**src/design/i2c_host_defines.svh**
```systemverilog
`ifndef I2C_HOST_DEFINES_SVH
`define I2C_HOST_DEFINES_SVH

// ----------------------------------------------------------------------
// Device register offsets and fields
// ----------------------------------------------------------------------
`define DEV_MODE 4'h0
`define DEV_OPS 4'h1
`define DEV_DATA 4'h2
`define DEV_LEVEL 4'h3
`define DEV_OE 4'h4
`define DEV_START 4'h5
`define DEV_STOP 4'h6
`define DEV_STAT 4'h7
`define DEV_CLR 4'h8
`define CH_BIT 0
`define LVL_SDA_BIT 0
`define LVL_CLK_BIT 8
`define OPS_TX_BIT 15
`define OPS_RX_BIT 14
`define MODE_VAL 16'h0024
`define ST_OVF_BIT 0
`define ST_ACK_BIT 1
`define DIV_LSB 9
`define DIV_MIN 7'h01
`define RX_DUMMY 8'hFF

// ----------------------------------------------------------------------
// Controller register offsets and fields
// ----------------------------------------------------------------------
`define H_CTRL 4'h0
`define H_ADDR 4'h1
`define H_TXD 4'h2
`define H_DIV 4'h3
`define H_STAT 4'h4
`define H_RXD 4'h5
`define CMD_START 3'h1
`define CMD_TX 3'h2
`define CMD_RX 3'h3
`define CMD_STOP 3'h4
`define CTRL_LAST_BIT 3
`define DIV_RESET 7'h01

// ----------------------------------------------------------------------
// Timing
// ----------------------------------------------------------------------
`define CLK_MHZ 250
`define HOLD_NS 4700
`define HOLD_CYC ((`HOLD_NS * `CLK_MHZ + 999) / 1000)

`endif

```
**src/design/i2c_host_pkg.sv**
```systemverilog
package i2c_host_pkg;

  typedef enum logic [4:0] {
    S_IDLE      = 5'b00000,
    S_STOP_INIT = 5'b00001,
    S_OE_INIT   = 5'b00010,
    S_MODE      = 5'b00011,
    S_OPS_TX    = 5'b00100,
    S_DIV       = 5'b00101,
    S_SDA_LOW   = 5'b00110,
    S_HOLD      = 5'b00111,
    S_SCL_LOW   = 5'b01000,
    S_OE_ON     = 5'b01001,
    S_RUN       = 5'b01010,
    S_LOAD      = 5'b01011,
    S_WAIT_IRQ  = 5'b01100,
    S_RD_STAT   = 5'b01101,
    S_STAT_WAIT = 5'b01110,
    S_CLR       = 5'b01111,
    S_RD_DATA   = 5'b10000,
    S_DATA_WAIT = 5'b10001,
    S_STOP_RX   = 5'b10010,
    S_OPS_RX    = 5'b10011,
    S_RESTART   = 5'b10100,
    S_OE_LAST   = 5'b10101,
    S_STOP_CH   = 5'b10110,
    S_OE_END    = 5'b10111,
    S_SDA_LOW2  = 5'b11000,
    S_SCL_HIGH  = 5'b11001,
    S_HOLD2     = 5'b11010,
    S_SDA_HIGH  = 5'b11011
  } host_state_e;

  typedef logic [15:0] word_t;

endpackage

```
**src/design/dev_reg_port.sv**
```systemverilog
`timescale 1ns/1ns

module dev_reg_port
  import i2c_host_pkg::*;
(
  // Clock and reset
  input wire logic clk,
  input wire logic rst_n,
  // Requests from the sequencer
  input wire logic wr_req,
  input wire logic rd_req,
  input wire logic [3:0] addr,
  input wire word_t wdata,
  output word_t rd_data,
  output logic rd_valid,
  // Device register interface
  output logic [3:0] dev_addr,
  output word_t dev_wdata,
  output logic dev_wr,
  output logic dev_rd,
  input wire word_t dev_rdata
);

  logic [3:0] addr_q;
  logic [3:0] addr_d;
  word_t wdata_q;
  word_t wdata_d;
  logic wr_q;
  logic rd_q;
  logic pend_q;
  word_t rdat_q;
  word_t rdat_d;

  always_comb begin
    addr_d = addr_q;
    wdata_d = wdata_q;
    rdat_d = rdat_q;
    if (wr_req || rd_req) begin
      addr_d = addr;
      wdata_d = wdata;
    end
    if (rd_q) begin
      rdat_d = dev_rdata;
    end
  end

  always_ff @(posedge clk) begin
    if (!rst_n) begin
      addr_q <= 4'h0;
      wdata_q <= 16'h0000;
      wr_q <= 1'b0;
      rd_q <= 1'b0;
      pend_q <= 1'b0;
      rdat_q <= 16'h0000;
    end else begin
      addr_q <= addr_d;
      wdata_q <= wdata_d;
      wr_q <= wr_req;
      rd_q <= rd_req && !wr_req;
      pend_q <= rd_q;
      rdat_q <= rdat_d;
    end
  end

  assign dev_addr = addr_q;
  assign dev_wdata = wdata_q;
  assign dev_wr = wr_q;
  assign dev_rd = rd_q;
  assign rd_data = rdat_q;
  assign rd_valid = pend_q;

endmodule

```
**src/design/hold_timer.sv**
```systemverilog
`timescale 1ns/1ns
`include "i2c_host_defines.svh"

module hold_timer
  import i2c_host_pkg::*;
(
  // Clock and reset
  input wire logic clk,
  input wire logic rst_n,
  // Control
  input wire logic start,
  output logic done
);

  logic [11:0] cnt_q;
  logic [11:0] cnt_d;

  always_comb begin
    cnt_d = cnt_q;
    if (start) begin
      cnt_d = 12'(`HOLD_CYC);
    end else if (cnt_q != 12'h000) begin
      cnt_d = cnt_q - 12'h001;
    end
  end

  always_ff @(posedge clk) begin
    if (!rst_n) begin
      cnt_q <= 12'h000;
    end else begin
      cnt_q <= cnt_d;
    end
  end

  assign done = (cnt_q == 12'h001);

endmodule

```
**src/design/i2c_host_ctrl.sv**
```systemverilog
`timescale 1ns/1ns
`include "i2c_host_defines.svh"

// What this block does
// - After setup, channel is left stopped with serial output disabled.
// - Start: data level low, wait hold time, then clock level low.
// - After start, enable serial output, then set the start trigger.
// - Address and direction written to data low byte send one frame.
// - After transfer end, ack error flag 0 means ack, 1 means nack.
// - Only the transfer end interrupt is used, never buffer empty.
// - Bit rate at most a quarter of channel clock, divider at least one.
// - While running, only data, stop trigger, flag clear and output enable are written.
// - Divider set in the address phase is kept for later phases.
// - For receive: stop trigger, transmit off receive on, start again.
// - Each received byte starts by writing FFH, then read after end.
// - Before the last byte, output enable goes low so no ack is driven.
// - After the final nacked byte, stop trigger then stop condition.
// - After all transmitted bytes, a stop condition releases the bus.
// - Stop: disable output, data low, clock high, wait, data high.
// - The seven bit divider is never zero, at least one.
// - Errors clear by writing the read status value to flag clear.

module i2c_host_ctrl
  import i2c_host_pkg::*;
(
  // Clock and reset
  input wire logic clk,
  input wire logic rst_n,
  // Software register port
  input wire logic [3:0] sw_addr,
  input wire logic [7:0] sw_wdata,
  input wire logic sw_wr,
  input wire logic sw_rd,
  output logic [7:0] sw_rdata,
  // Device register interface
  output logic [3:0] dev_addr,
  output word_t dev_wdata,
  output logic dev_wr,
  output logic dev_rd,
  input wire word_t dev_rdata,
  // Device transfer end interrupt
  input wire logic dev_irq
);

  // --------------------------------------------------------------------
  // State
  // --------------------------------------------------------------------
  host_state_e state_q, state_d;
  logic [7:0] byte_q, byte_d;
  logic [7:0] addr_q, addr_d;
  logic [7:0] txd_q, txd_d;
  logic [7:0] rxd_q, rxd_d;
  logic [6:0] div_q, div_d;
  logic [1:0] flags_q, flags_d;
  logic rx_mode_q, rx_mode_d;
  logic last_q, last_d;
  logic oe_q, oe_d;
  logic run_q, run_d;
  logic done_q, done_d;
  logic nack_q, nack_d;
  logic ovf_q, ovf_d;
  logic [7:0] rdata_q, rdata_d;
  logic [2:0] irq_sync_q;
  logic irq_edge;
  logic wr_req, rd_req, tmr_start, tmr_done, rd_valid;
  logic [3:0] req_addr;
  word_t req_wdata, rd_data;
  logic [2:0] cmd;
  logic busy;

  assign cmd = sw_wdata[2:0];
  assign busy = (state_q != S_IDLE);
  assign irq_edge = irq_sync_q[1] && !irq_sync_q[2];

  function automatic word_t lvl(input logic c, input logic s);
    word_t v;
    v = 16'h0000;
    v[`LVL_CLK_BIT] = c;
    v[`LVL_SDA_BIT] = s;
    return v;
  endfunction

  // --------------------------------------------------------------------
  // Sequencer
  // --------------------------------------------------------------------
  always_comb begin
    state_d = state_q;
    byte_d = byte_q;
    rx_mode_d = rx_mode_q;
    last_d = last_q;
    oe_d = oe_q;
    run_d = run_q;
    flags_d = flags_q;
    rxd_d = rxd_q;
    nack_d = nack_q;
    ovf_d = ovf_q;
    done_d = done_q;
    wr_req = 1'b0;
    rd_req = 1'b0;
    req_addr = 4'h0;
    req_wdata = 16'h0000;
    tmr_start = 1'b0;
    if (sw_wr && sw_addr == `H_STAT && sw_wdata[0]) begin
      done_d = 1'b0;
    end
    case (state_q)
      S_IDLE: begin
        if (sw_wr && sw_addr == `H_CTRL) begin
          last_d = sw_wdata[`CTRL_LAST_BIT];
          case (cmd)
            `CMD_START: begin
              byte_d = addr_q;
              rx_mode_d = 1'b0;
              state_d = S_STOP_INIT;
            end
            `CMD_TX: begin
              byte_d = txd_q;
              state_d = S_LOAD;
            end
            `CMD_RX: begin
              byte_d = `RX_DUMMY;
              if (!rx_mode_q) begin
                state_d = S_STOP_RX;
              end else if (sw_wdata[`CTRL_LAST_BIT]) begin
                state_d = S_OE_LAST;
              end else begin
                state_d = S_LOAD;
              end
            end
            `CMD_STOP: begin
              state_d = S_STOP_CH;
            end
            default: begin
              state_d = S_IDLE;
            end
          endcase
        end
      end
      S_STOP_INIT: begin
        wr_req = 1'b1;
        req_addr = `DEV_STOP;
        req_wdata = 16'(1) << `CH_BIT;
        run_d = 1'b0;
        state_d = S_OE_INIT;
      end
      S_OE_INIT: begin
        wr_req = 1'b1;
        req_addr = `DEV_OE;
        oe_d = 1'b0;
        state_d = S_MODE;
      end
      S_MODE: begin
        wr_req = 1'b1;
        req_addr = `DEV_MODE;
        req_wdata = `MODE_VAL;
        state_d = S_OPS_TX;
      end
      S_OPS_TX: begin
        wr_req = 1'b1;
        req_addr = `DEV_OPS;
        req_wdata = 16'(1) << `OPS_TX_BIT;
        state_d = S_DIV;
      end
      S_DIV: begin
        wr_req = 1'b1;
        req_addr = `DEV_DATA;
        req_wdata = {div_q, 9'h000};
        state_d = S_SDA_LOW;
      end
      S_SDA_LOW: begin
        wr_req = 1'b1;
        req_addr = `DEV_LEVEL;
        req_wdata = lvl(1'b1, 1'b0);
        tmr_start = 1'b1;
        state_d = S_HOLD;
      end
      S_HOLD: begin
        if (tmr_done) begin
          state_d = S_SCL_LOW;
        end
      end
      S_SCL_LOW: begin
        wr_req = 1'b1;
        req_addr = `DEV_LEVEL;
        req_wdata = lvl(1'b0, 1'b0);
        state_d = S_OE_ON;
      end
      S_OE_ON: begin
        wr_req = 1'b1;
        req_addr = `DEV_OE;
        req_wdata = 16'(1) << `CH_BIT;
        oe_d = 1'b1;
        state_d = S_RUN;
      end
      S_RUN, S_RESTART: begin
        wr_req = 1'b1;
        req_addr = `DEV_START;
        req_wdata = 16'(1) << `CH_BIT;
        run_d = 1'b1;
        state_d = (state_q == S_RUN) ? S_LOAD :
                  (last_q ? S_OE_LAST : S_LOAD);
      end
      S_LOAD: begin
        wr_req = 1'b1;
        req_addr = `DEV_DATA;
        req_wdata = {div_q, 1'b0, byte_q};
        state_d = S_WAIT_IRQ;
      end
      S_WAIT_IRQ: begin
        if (irq_edge) begin
          state_d = S_RD_STAT;
        end
      end
      S_RD_STAT: begin
        rd_req = 1'b1;
        req_addr = `DEV_STAT;
        state_d = S_STAT_WAIT;
      end
      S_STAT_WAIT: begin
        if (rd_valid) begin
          flags_d = {rd_data[`ST_ACK_BIT], rd_data[`ST_OVF_BIT]};
          nack_d = rd_data[`ST_ACK_BIT];
          ovf_d = rd_data[`ST_OVF_BIT];
          if (rd_data[`ST_ACK_BIT] || rd_data[`ST_OVF_BIT]) begin
            state_d = S_CLR;
          end else begin
            state_d = rx_mode_q ? S_RD_DATA : S_IDLE;
            done_d = !rx_mode_q;
          end
        end
      end
      S_CLR: begin
        wr_req = 1'b1;
        req_addr = `DEV_CLR;
        req_wdata[`ST_ACK_BIT] = flags_q[1];
        req_wdata[`ST_OVF_BIT] = flags_q[0];
        state_d = rx_mode_q ? S_RD_DATA : S_IDLE;
        done_d = !rx_mode_q;
      end
      S_RD_DATA: begin
        rd_req = 1'b1;
        req_addr = `DEV_DATA;
        state_d = S_DATA_WAIT;
      end
      S_DATA_WAIT: begin
        if (rd_valid) begin
          rxd_d = rd_data[7:0];
          done_d = 1'b1;
          state_d = S_IDLE;
        end
      end
      S_STOP_RX: begin
        wr_req = 1'b1;
        req_addr = `DEV_STOP;
        req_wdata = 16'(1) << `CH_BIT;
        run_d = 1'b0;
        state_d = S_OPS_RX;
      end
      S_OPS_RX: begin
        wr_req = 1'b1;
        req_addr = `DEV_OPS;
        req_wdata = 16'(1) << `OPS_RX_BIT;
        rx_mode_d = 1'b1;
        state_d = S_RESTART;
      end
      S_OE_LAST: begin
        wr_req = 1'b1;
        req_addr = `DEV_OE;
        oe_d = 1'b0;
        state_d = S_LOAD;
      end
      S_STOP_CH: begin
        wr_req = 1'b1;
        req_addr = `DEV_STOP;
        req_wdata = 16'(1) << `CH_BIT;
        run_d = 1'b0;
        state_d = S_OE_END;
      end
      S_OE_END: begin
        wr_req = 1'b1;
        req_addr = `DEV_OE;
        oe_d = 1'b0;
        state_d = S_SDA_LOW2;
      end
      S_SDA_LOW2: begin
        wr_req = 1'b1;
        req_addr = `DEV_LEVEL;
        req_wdata = lvl(1'b0, 1'b0);
        state_d = S_SCL_HIGH;
      end
      S_SCL_HIGH: begin
        wr_req = 1'b1;
        req_addr = `DEV_LEVEL;
        req_wdata = lvl(1'b1, 1'b0);
        tmr_start = 1'b1;
        state_d = S_HOLD2;
      end
      S_HOLD2: begin
        if (tmr_done) begin
          state_d = S_SDA_HIGH;
        end
      end
      S_SDA_HIGH: begin
        wr_req = 1'b1;
        req_addr = `DEV_LEVEL;
        req_wdata = lvl(1'b1, 1'b1);
        rx_mode_d = 1'b0;
        done_d = 1'b1;
        state_d = S_IDLE;
      end
      default: begin
        state_d = S_IDLE;
      end
    endcase
  end

  // --------------------------------------------------------------------
  // Software registers
  // --------------------------------------------------------------------
  always_comb begin
    addr_d = addr_q;
    txd_d = txd_q;
    div_d = div_q;
    rdata_d = 8'h00;
    if (sw_wr && !busy) begin
      if (sw_addr == `H_ADDR) begin
        addr_d = sw_wdata;
      end
      if (sw_addr == `H_TXD) begin
        txd_d = sw_wdata;
      end
      if (sw_addr == `H_DIV) begin
        div_d = (sw_wdata[6:0] == 7'h00) ? `DIV_MIN : sw_wdata[6:0];
      end
    end
    if (sw_rd) begin
      case (sw_addr)
        `H_ADDR: rdata_d = addr_q;
        `H_TXD: rdata_d = txd_q;
        `H_DIV: rdata_d = {1'b0, div_q};
        `H_STAT: rdata_d = {4'h0, ovf_q, nack_q, busy, done_q};
        `H_RXD: rdata_d = rxd_q;
        default: rdata_d = 8'h00;
      endcase
    end
  end

  always_ff @(posedge clk) begin
    if (!rst_n) begin
      state_q <= S_IDLE;
      byte_q <= 8'h00;
      addr_q <= 8'h00;
      txd_q <= 8'h00;
      rxd_q <= 8'h00;
      div_q <= `DIV_RESET;
      flags_q <= 2'h0;
      rx_mode_q <= 1'b0;
      last_q <= 1'b0;
      oe_q <= 1'b0;
      run_q <= 1'b0;
      done_q <= 1'b0;
      nack_q <= 1'b0;
      ovf_q <= 1'b0;
      rdata_q <= 8'h00;
      irq_sync_q <= 3'h0;
    end else begin
      state_q <= state_d;
      byte_q <= byte_d;
      addr_q <= addr_d;
      txd_q <= txd_d;
      rxd_q <= rxd_d;
      div_q <= div_d;
      flags_q <= flags_d;
      rx_mode_q <= rx_mode_d;
      last_q <= last_d;
      oe_q <= oe_d;
      run_q <= run_d;
      done_q <= done_d;
      nack_q <= nack_d;
      ovf_q <= ovf_d;
      rdata_q <= rdata_d;
      irq_sync_q <= {irq_sync_q[1:0], dev_irq};
    end
  end

  assign sw_rdata = rdata_q;

  // --------------------------------------------------------------------
  // Submodules
  // --------------------------------------------------------------------
  hold_timer u_timer (
    .clk(clk),
    .rst_n(rst_n),
    .start(tmr_start),
    .done(tmr_done)
  );

  dev_reg_port u_port (
    .clk(clk),
    .rst_n(rst_n),
    .wr_req(wr_req),
    .rd_req(rd_req),
    .addr(req_addr),
    .wdata(req_wdata),
    .rd_data(rd_data),
    .rd_valid(rd_valid),
    .dev_addr(dev_addr),
    .dev_wdata(dev_wdata),
    .dev_wr(dev_wr),
    .dev_rd(dev_rd),
    .dev_rdata(dev_rdata)
  );

  logic [11:0] since_sda_q;
  always_ff @(posedge clk) begin
    if (!rst_n || (dev_wr && dev_addr == `DEV_LEVEL
                   && dev_wdata == lvl(1'b1, 1'b0))) begin
      since_sda_q <= 12'h000;
    end else if (since_sda_q != 12'hFFF) begin
      since_sda_q <= since_sda_q + 12'h001;
    end
  end
endmodule

```
**config.mk**
```make
export PLATFORM = sky130hd
export DESIGN_NAME = i2c_host_ctrl
export DESIGN_NICKNAME = d
export VERILOG_FILES = /design/src/design/i2c_host_pkg.sv /design/src/design/dev_reg_port.sv /design/src/design/hold_timer.sv /design/src/design/i2c_host_ctrl.sv
export VERILOG_INCLUDE_DIRS = /design/src /design/src/design
export SDC_FILE = /design/constraint.sdc
export NUM_CORES = 1
export LEC_CHECK = 0
export ABC_AREA = 1
export BUFFER_PORTS_ARGS = -buffer_cell sky130_fd_sc_hd__buf_4
export CAP_MARGIN = 25
export CORE_MARGIN = 2
export CORE_UTILIZATION = 35
export CTS_BUF_LIST = sky130_fd_sc_hd__clkbuf_16
export CTS_CLUSTER_DIAMETER = 40
export DETAILED_ROUTE_END_ITERATION = 16
export REMOVE_ABC_BUFFERS = 1
export SETUP_SLACK_MARGIN = 0.3
export SKIP_CTS_REPAIR_TIMING = 1
export SLEW_MARGIN = 5
export SYNTH_ARGS = -nofsm -noshare
export SYNTH_HDL_FRONTEND = slang
export SYNTH_SLANG_ARGS = --single-unit
```
**constraint.sdc**
```tcl
create_clock -name clk -period 1.9 [get_ports clk]
set_input_delay 0.475 -clock clk [delete_from_list [all_inputs] [get_ports clk]]
set_output_delay 0.475 -clock clk [all_outputs]
set_load 0.005 [all_outputs]
```
After elaboration in Yosys (flattened, before gate mapping)
Index checks and enable logic that the tools add are counted.
{"block": "word_totals", "elab_cells": 143, "out_inout_bits": 30, "reg_bits": 105, "input_bits": 33}
{"block": "op_classes", "n_mux": 33, "n_addsub": 1, "reduce_logical": 42, "eq_ne": 44, "n_bitwise": 1}
{"op": "$pmux W5 S26", "count": 1}
{"op": "$pmux W14 S6", "count": 1}
{"op": "$eq A5 B5 Y1 const B", "count": 12}
{"op": "$mux W5", "count": 12}
{"op": "$eq A5 B4 Y1 const B", "count": 8}
{"op": "$pmux W8 S5", "count": 1}
{"op": "$pmux W4 S8", "count": 1}
{"op": "$pmux W8 S3", "count": 1}
{"op": "$mux W11", "count": 2}
{"op": "$eq A5 B3 Y1 const B", "count": 4}
{"op": "$pmux W5 S4", "count": 1}
{"op": "$reduce_or A20 Y1", "count": 1}
{"op": "$reduce_and A2 Y1", "count": 7}
{"op": "$eq A12 B1 Y1 const B", "count": 1}
{"op": "$reduce_bool A12 Y1", "count": 1}
{"op": "$sub A12 B1 Y12 const B", "count": 1}
{"op": "$eq A5 B2 Y1 const B", "count": 2}
{"op": "$reduce_or A2 Y1", "count": 5}
{"op": "$mux W1", "count": 9}
{"op": "$reduce_or A3 Y1", "count": 3}
{"op": "$eq A4 B2 Y1 const B", "count": 2}
{"op": "$eq A4 B3 Y1 const B", "count": 2}
{"op": "$ne A2 B2 Y1 const B", "count": 4}
{"op": "$logic_not A7 Y1", "count": 1}
{"op": "24 further kinds", "count": 38}

Depth between registers and ports, before layout
Gate-level depths: netlist of the first run.
{"block": "logic_depth", "word_depth": 7, "ltp_mapped": 12, "mapped_depth_nobuf": 11}

Hierarchy
From an unflattened synthesis of the first run, not the netlist that was laid out.
{"block": "hier_totals", "cells_unflattened": 799, "hier_area_um2": 5592.9}
{"module": "i2c_host_ctrl", "area_each_um2": 3362.0, "seq_area_each_um2": 1201.2, "cells_each": 488, "instances": 1}
{"module": "dev_reg_port", "area_each_um2": 1491.4, "seq_area_each_um2": 780.7, "cells_each": 205, "instances": 1}
{"module": "hold_timer", "area_each_um2": 739.5, "seq_area_each_um2": 240.2, "cells_each": 106, "instances": 1}

Worst setup path after synthesis of the first run
OpenSTA, ideal clock, no wires.
{"block": "synth_timing", "kind": "input to register", "startpoint": "input port sw_addr[3]", "endpoint": "register state_q[3]", "t_required_ps": 1768, "path_stages": 10, "setup_slack_ps": 218, "arrival_time_ps": 1550, "path_buffers": 0, "setup_ps": 132, "path_cell_list": "nor2_1 > inv_1 > nor2_1 > nor2_1 > nor2_1 > nand2_1 > nor2_1 > inv_2 > nand2_1 > a21oi_1"}
{"block": "synth_between", "elab_chain_cells": 4}
{"item": "start: declaration", "line_no": "i2c_host_ctrl.sv:30", "rtl": "input wire logic [3:0] sw_addr,"}
{"item": "$logic_not A4 Y1 (no line)"}
{"item": "$logic_and A1 B1 Y1 (no line)"}
{"item": "$ne A2 B2 Y1 (no line)"}
{"item": "$reduce_and A6 Y1 (no line)"}
{"item": "end signal: assignment", "line_no": "i2c_host_ctrl.sv:367", "rtl": "state_q <= state_d;"}
{"item": "end: declaration", "line_no": "i2c_host_ctrl.sv:48", "rtl": "host_state_e state_q, state_d;"}
No other way between the ends.
A chain may end at the register's enable or synchronous reset.

Final worst setup path of the first run
{"block": "layout_timing", "startpoint": "register state_q[3]", "endpoint": "register u_port.addr_q[1] (netlist: u_port.dev_addr[1])"}
{"block": "layout_between", "elab_chain_cells": 4, "word_cells_on_any_way": 34, "cone_classes": "eq/ne: 22; mux: 3; reduce/logical: 9"}
{"item": "$eq A5 B4 Y1 (tied with other cells)"}
{"item": "$reduce_or A20 Y1 (no line) or $reduce_or A2 Y1 (tied branches)"}
{"item": "$mux W1", "line_no": "i2c_host_ctrl.sv:106", "rtl": "case (state_q)"}
{"item": "$logic_or A1 B1 Y1", "line_no": "dev_reg_port.sv:38", "rtl": "if (wr_req || rd_req) begin"}
{"item": "end signal: assignment", "line_no": "dev_reg_port.sv:56", "rtl": "addr_q <= addr_d;"}
{"item": "end: declaration", "line_no": "dev_reg_port.sv:24", "rtl": "logic [3:0] addr_q;"}
Parallel ways exist; a longest one is shown, timed or not.

==> impl_metrics.toml, run 1 <==
[outcome]
run_status = "finished, final reports clean"

[detailed_routing]
drt_pre_antenna_iters = 5
number_of_vias_in_the_routed_layout = 5042
drt-initial-drc-count = 353
drc = 0
drt.antenna.violating_nets = 0
route.detailed.vias_per_inst = 5.067
drt-wirelength-per-cell_um = 14.48
wl_um = 14410

[floorplan]
io-pin-count = 63
fp.dieArea_um2 = 14830
row_count = 43
floorplan.die.width_um = 121.8
core_um2 = 13720
start_util_pct = 35.39
chipHeight_um = 121.8

[clocking]
tritoncts = "done"
clock_sinks = 103
clk_latency_ns = 0.35
ctsLongestPathBuffers = 2
cts_inserted_buffers = 9
clkTransAtPathRegs_ns = 0.07
clk_root_buffer_cell = "clkbuf_16"
htree_num_levels = 3

[worst_setup_path]
cp-end-kind = "flop"
worst-endpoint-arrival_ns = 1.92
crit_required_ns = 2.19
crit_path_max_fanout = 7
critical_path.startpoint_type = "flop"
path_class = "flop to flop"
r2r_slack_ns = 0.27

[global_routing]
first_global_vias = 4385
antenna_found_initial = 0
grt.overflow.total = 0
grtUsageTotal_pct = 18.85
grt_max_degree = 26
grt_first_pass_wirelength_um = 22050

[layout]
antenna_cells_inserted = 0
num-fill-cells = 1427
synthToLayoutAreaGrowth_pct = 36.77
final_layout_size_suffix_gt1_share_pct = 28.83
layout.cells.non_filler = 995
final_nets = 847

[placed_design]
hpwlAfterDp_um = 10120
buffer_ports.inserted = 54
placed_cells_incl_taps = 954
final_weighted_congestion_of_routability_driven_global_placement = 0.9638
dp_worst_setup_slack_ns = -0.0006429

[power]
ir_drop_mv = 0.6244
leakage_component_of_the_power_nw = 2.856
powerDensity_nw_per_um2 = 1184

[sta]
setup-violations-final = 0
grt_setup_unrepaired = "yes"
worst_clock_skew_ns = 0.007109
worst_pin_slew_ns = 0.3490
timing.final.hold_violations = 0
max-slew-margin-rel_pct = 76.73
fmax_ghz = 0.6145
layout_setup_ws_ns = 0.2725
period_needed_ns = 1.627
slew_violations = 0
period_share_pct = 85.66

[logic_synthesis]
synth_top_cells_by_area = "dfxtp_1, a21oi_1, nor2_1"
syn_area_per_cell_um2 = 6.957
seq_area_frac_synth_pct = 42.46
synthesis.instances = 698
postSynthRegisterBits = 103
synth_largest_type_area_fraction_pct = 42.46
synth.distinct_cells = 36
yosysTopAreaCell = "dfxtp_1"
yosysWarningCount = 0
syn-cell-area_um2 = 4856

[flow_run]
maxCapViolations = 0

[worst_hold_path]
holdCritPathClass = "input pin to flop"
## registers in the layout, summed over array words and instances, names as in the netlist
| register | cells |
|---|---|
| u_port.rd_data | 8 |
| addr_q | 8 |
| last_q | 1 |
| u_timer.cnt_q | 12 |
| flags_q | 2 |
| sw_rdata | 8 |
| u_port.dev_wr | 1 |
| u_port.dev_wdata | 16 |
| txd_q | 8 |
| state_q | 5 |
| done_q | 1 |
| byte_q | 8 |
| rxd_q | 8 |
| rx_mode_q | 1 |
| u_port.dev_rd | 1 |
| div_q | 7 |
| irq_sync_q | 3 |
| u_port.dev_addr | 4 |
| u_port.rd_valid | 1 |
## kinds of logic (layout without fill, tap and decap cells)
group	after synthesis	after routing	share of synthesized area (%)
xor+xnor	5	5	0.9018
buf+inv	122	235	10.13
fa+ha+maj	3	3	0.7731
simple gates	293	296	26.59
compound gates	172	173	19.14
flops	103	103	42.46
## cells in the mapped netlist, drive strengths merged
| cell type | n |
|---|---|
| clkinv | 2 |
| o2111ai | 2 |
| nor2 | 106 |
| a21boi | 1 |
| dfxtp | 103 |
| a31oi | 1 |
| buf | 10 |
| a221oi | 3 |
| o211ai | 4 |
| a21oi | 85 |
| o21ai | 61 |
| nand3b | 2 |
| nand4 | 10 |
| nor4 | 1 |
| and2 | 2 |
| nand2 | 98 |
| xor2 | 5 |
| o221ai | 2 |
| inv | 97 |
| and3 | 1 |
| clkbuf | 13 |
| nor3 | 4 |
| o22ai | 8 |
| nand3 | 69 |
| ha | 3 |
| a211oi | 2 |
| a22oi | 3 |
## through the flow
stage / setup TNS, ns / total power, mW / utilization, % / cell area (µm²) / hold WS [ns]
6_report: 0 / 7.864 / 48.41 / 6641 / 0.2990
5_1_grt: 0 / 8.416 / 48.41 / 6641 / 0.3176
4_1_cts: -0.02248 / 6.976 / 43.49 / 5967 / 0.2925
3_5_place_dp: -0.0006429 / 5.253 / 41.58 / 5704 / 0.3990
3_3_place_gp: 0 / 5.245 / 41.58 / 5704 / 0.4004
2_1_floorplan: 0 / 4.368 / - / 4736 / 0.3900
## report_power, final
group          internal (mW)  switching, mW  total [mW]  leakage [nW]
sequential              2.44          0.234        2.67         0.838
clock                  0.877          0.838        1.72         0.125
combinational           1.40           2.08        3.48          1.89
total                   4.71           3.15        7.86          2.86
## path summary, 6_finish.rpt
check,from,endpoint,cells past startpoint
setup / recovery,state_q[3]$_SDFFE_PN0P_,u_port.dev_addr[1]$_SDFFE_PN0P_,9
hold / removal,dev_irq,irq_sync_q[0]$_SDFF_PN0_,3
setup reg to reg,state_q[3]$_SDFFE_PN0P_,u_port.dev_addr[1]$_SDFFE_PN0P_,9
hold reg to reg,irq_sync_q[0]$_SDFF_PN0_,irq_sync_q[1]$_SDFF_PN0_,2
## layer usage
layer | part of all wire [%] | global-route usage, % | up-vias
li1 | - | - | 2550
met1 | 49 | 27.53 | 2317
met2 | 45 | 27.58 | 159
met3 | 5.6 | 5.009 | 16
met4 | 1.3 | 4.454 | 0
met5 | 0 | 0 | -
## critical path, stage by stage (launching register included)
cell	delay, ns
dfxtp_4	0.43
nor2_4	0.09
buf_6	0.13
nand3_4	0.09
nand3_4	0.07
nor2_4	0.14
nand2_4	0.11
nor2_4	0.24
nand3_1	0.12
a21oi_2	0.13
## cells in the final DEF, fill, tap and decap left out, drive strengths merged, types with 4 or more instances in the layout
| cell type | instances |
|---|---|
| a21oi | 85 |
| clkbuf | 9 |
| clkinv | 5 |
| inv | 98 |
| nand3 | 69 |
| dfxtp | 103 |
| o211ai | 4 |
| o22ai | 8 |
| buf | 121 |
| nand2 | 98 |
| nor2 | 109 |
| nand4 | 10 |
| xor2 | 5 |
| o21ai | 61 |
| nor3 | 4 |
## cell type report
cell class	instances	area (µm²)	share of cell area, %
Tap cell	180	225.2	3.391
Multi-Input combinational cell	477	2708	40.77
Inverter	99	384.1	5.784
Clock inverter	6	37.54	0.5652
Timing Repair Buffer	121	980.9	14.77
Clock buffer	9	225.2	3.391
Sequential cell	103	2081	31.33
(Power assumes the default switching activity.)
==> run 2, diff against run 1 <==
--- a/config.mk
+++ b/config.mk
@@ -6,7 +6,6 @@
 export SDC_FILE = /design/constraint.sdc
 export NUM_CORES = 1
 export LEC_CHECK = 0
-export ABC_AREA = 1
 export BUFFER_PORTS_ARGS = -buffer_cell sky130_fd_sc_hd__buf_4
 export CAP_MARGIN = 25
 export CORE_MARGIN = 2
==> run 2 against run 1 <==
Net effect:
- non-clock buffer count grew 55
- sequential power barely moved
- final cell count fell by 7.8%
==> impl_metrics.toml, run 2 <==
[worst_setup_path]
slowest_stage = "or4_4"
max_stage_delay_ns = 0.57
crit_path_frequent_cell = "nand2_1"
crit_required_ns = 2.13
path_buf_inv = 1
path_class = "flop to flop"
critical_path.top_delay_family = "simple AND/OR/NAND/NOR gates"
cells_traversed_along_the_worst_timing_path = "nor4_4, nand2_1, buf_4, or4_4, nand2_1, a21oi_1"
critical_path.startpoint_type = "flop"
crit_path_max_fanout = 8
cp-end-kind = "flop"
worst-endpoint-arrival_ns = 2.05

[power]
totalPowerFinal_mw = 8.993
powerDensity_nw_per_um2 = 1201
ir_drop_mv = 0.5112
leakage_component_of_the_power_nw = 2.984

[global_routing]
grt.overflow.total = 0
grt_max_degree = 33
grt_use_met2_pct = 29.74
global_route.peak_usage_layer = "met2"
grt_use_met1_pct = 28.98
first_global_vias = 4510
grtUsageTotal_pct = 19.84
global_route_met3_usage_pct = 3.090
antenna_found_initial = 0
grt_first_pass_wirelength_um = 23650

[logic_synthesis]
syn-cell-area_um2 = 4977
async_flop_share_pct = 0
syn_area_per_cell_um2 = 8.494
yosys.cell_count.top_type = "dfxtp_1"
synthesis.instances = 586
postSynthRegisterBits = 103
ys.flop_type = "dfxtp_1"
seq_area_frac_synth_pct = 41.43
synth_largest_type_area_fraction_pct = 41.43
synth_top_cells_by_area = "dfxtp_1, mux2i_1, a21oi_1"
synth.distinct_cells = 67
synth_edf_count = 0
yosysTopAreaCell = "dfxtp_1"
yosys-top-cells-count = "dfxtp_1, nor2_1, a21oi_1, nand2_1, mux2i_1"
yosysWarningCount = 0

[sta]
grt_setup_unrepaired = "yes"
max-slew-margin-rel_pct = 59.63
slew_violations = 0
setup-violations-final = 0
totalNegativeSetupSlack_ns = 0
period_share_pct = 95.61
worst_clock_skew_ns = 0.009514
fmax_ghz = 0.5505
timing.final.hold_violations = 0
period_needed_ns = 1.817
worst_pin_slew_ns = 0.6047
layout_setup_ws_ns = 0.08344

[clocking]
htree_num_levels = 3
cts_inserted_buffers = 9
clk_root_buffer_cell = "clkbuf_16"
ctsLongestPathBuffers = 2
tritoncts = "done"
clk_latency_ns = 0.35
clkTransAtPathRegs_ns = 0.08
clock_sinks = 103

[placed_design]
final_weighted_congestion_of_routability_driven_global_placement = 0.8739
hpwlAfterDp_um = 10930
buffer_ports.inserted = 54
postPlaceCellArea_um2 = 6036
dp_worst_setup_slack_ns = -0.08923

[layout]
layout.cells.most_common = "buf_4"
max_ffs_per_register = 16
post-route-cell-area_um2 = 7485
synthToLayoutAreaGrowth_pct = 50.38
most-common-layout-cells = "buf_4, dfxtp_1, nor2_1, a21oi_1, mux2i_1"
final_layout_size_suffix_gt1_share_pct = 41.52
layout.core_utilization_pct = 53.92
num-fill-cells = 1228
antenna_cells_inserted = 0
final_nets = 768

[detailed_routing]
wl_um = 16720
route.detailed.vias_per_inst = 5.609
number_of_vias_in_the_routed_layout = 5143
drc = 0
drt.antenna.violating_nets = 0
drt-wirelength-per-cell_um = 18.23
drt_pre_antenna_iters = 7
drt-initial-drc-count = 541

[floorplan]
row_count = 43
core_um2 = 13880
start_util_pct = 35.86
chipHeight_um = 123.3
floorplan.die.width_um = 123.3
fp.dieArea_um2 = 15190
io-pin-count = 63

[outcome]
run_status = "finished, final reports clean"

[flow_run]
maxCapViolations = 0

[worst_hold_path]
holdCritPathClass = "input pin to flop"
## run 2: final cells by class
| cell class | instances | area (µm²) | area share (%) |
|---|---|---|---|
| Clock buffer | 9 | 225.2 | 3.009 |
| Clock inverter | 7 | 81.33 | 1.087 |
| Inverter | 10 | 50.05 | 0.6687 |
| Multi-Input combinational cell | 432 | 3286 | 43.90 |
| Sequential cell | 103 | 2088 | 27.90 |
| Tap cell | 180 | 225.2 | 3.009 |
| Timing Repair Buffer | 176 | 1529 | 20.43 |
## run 2: cell families after synthesis
logic type | after synthesis | share of synthesized area [%]
flops | 103 | 41.43
simple gates | 211 | 21.27
xor+xnor | 9 | 1.584
compound gates | 167 | 22.15
mux | 42 | 8.446
buf+inv | 51 | 4.374
fa+ha+maj | 3 | 0.7542
## run 2: routing by layer
layer | vias up | part of all wire (%)
met2 | 218 | 48
met5 | - | 0
li1 | 2444 | -
met1 | 2449 | 43
met3 | 32 | 7.0
met4 | 0 | 1.9
## run 2: worst paths after layout
path / start / endpoint / slack (ns) / cells past startpoint
hold reg to reg: irq_sync_q[0]$_SDFF_PN0_ / irq_sync_q[1]$_SDFF_PN0_ / 0.43 / 1
setup / recovery: state_q[4]$_SDFFE_PN0P_ / byte_q[3]$_SDFFE_PN0P_ / 0.08 / 6
setup reg to reg: state_q[4]$_SDFFE_PN0P_ / byte_q[3]$_SDFFE_PN0P_ / 0.08 / 6
hold / removal: dev_irq / irq_sync_q[0]$_SDFF_PN0_ / 0.33 / 2
## run 2: metrics by stage
stage,instances,hold WS (ns)
finish,917,0.3284
global route,917,0.3401
CTS,866,0.3234
detailed placement,850,0.4195
global placement,850,0.4138
floorplan,545,0.4118
## run 2: power by group
part           internal, mW  total, mW  switching (mW)
clock network         0.944       1.91           0.964
registers              2.38       2.65           0.264
logic                  2.28       4.44            2.16
total                  5.61       8.99            3.39
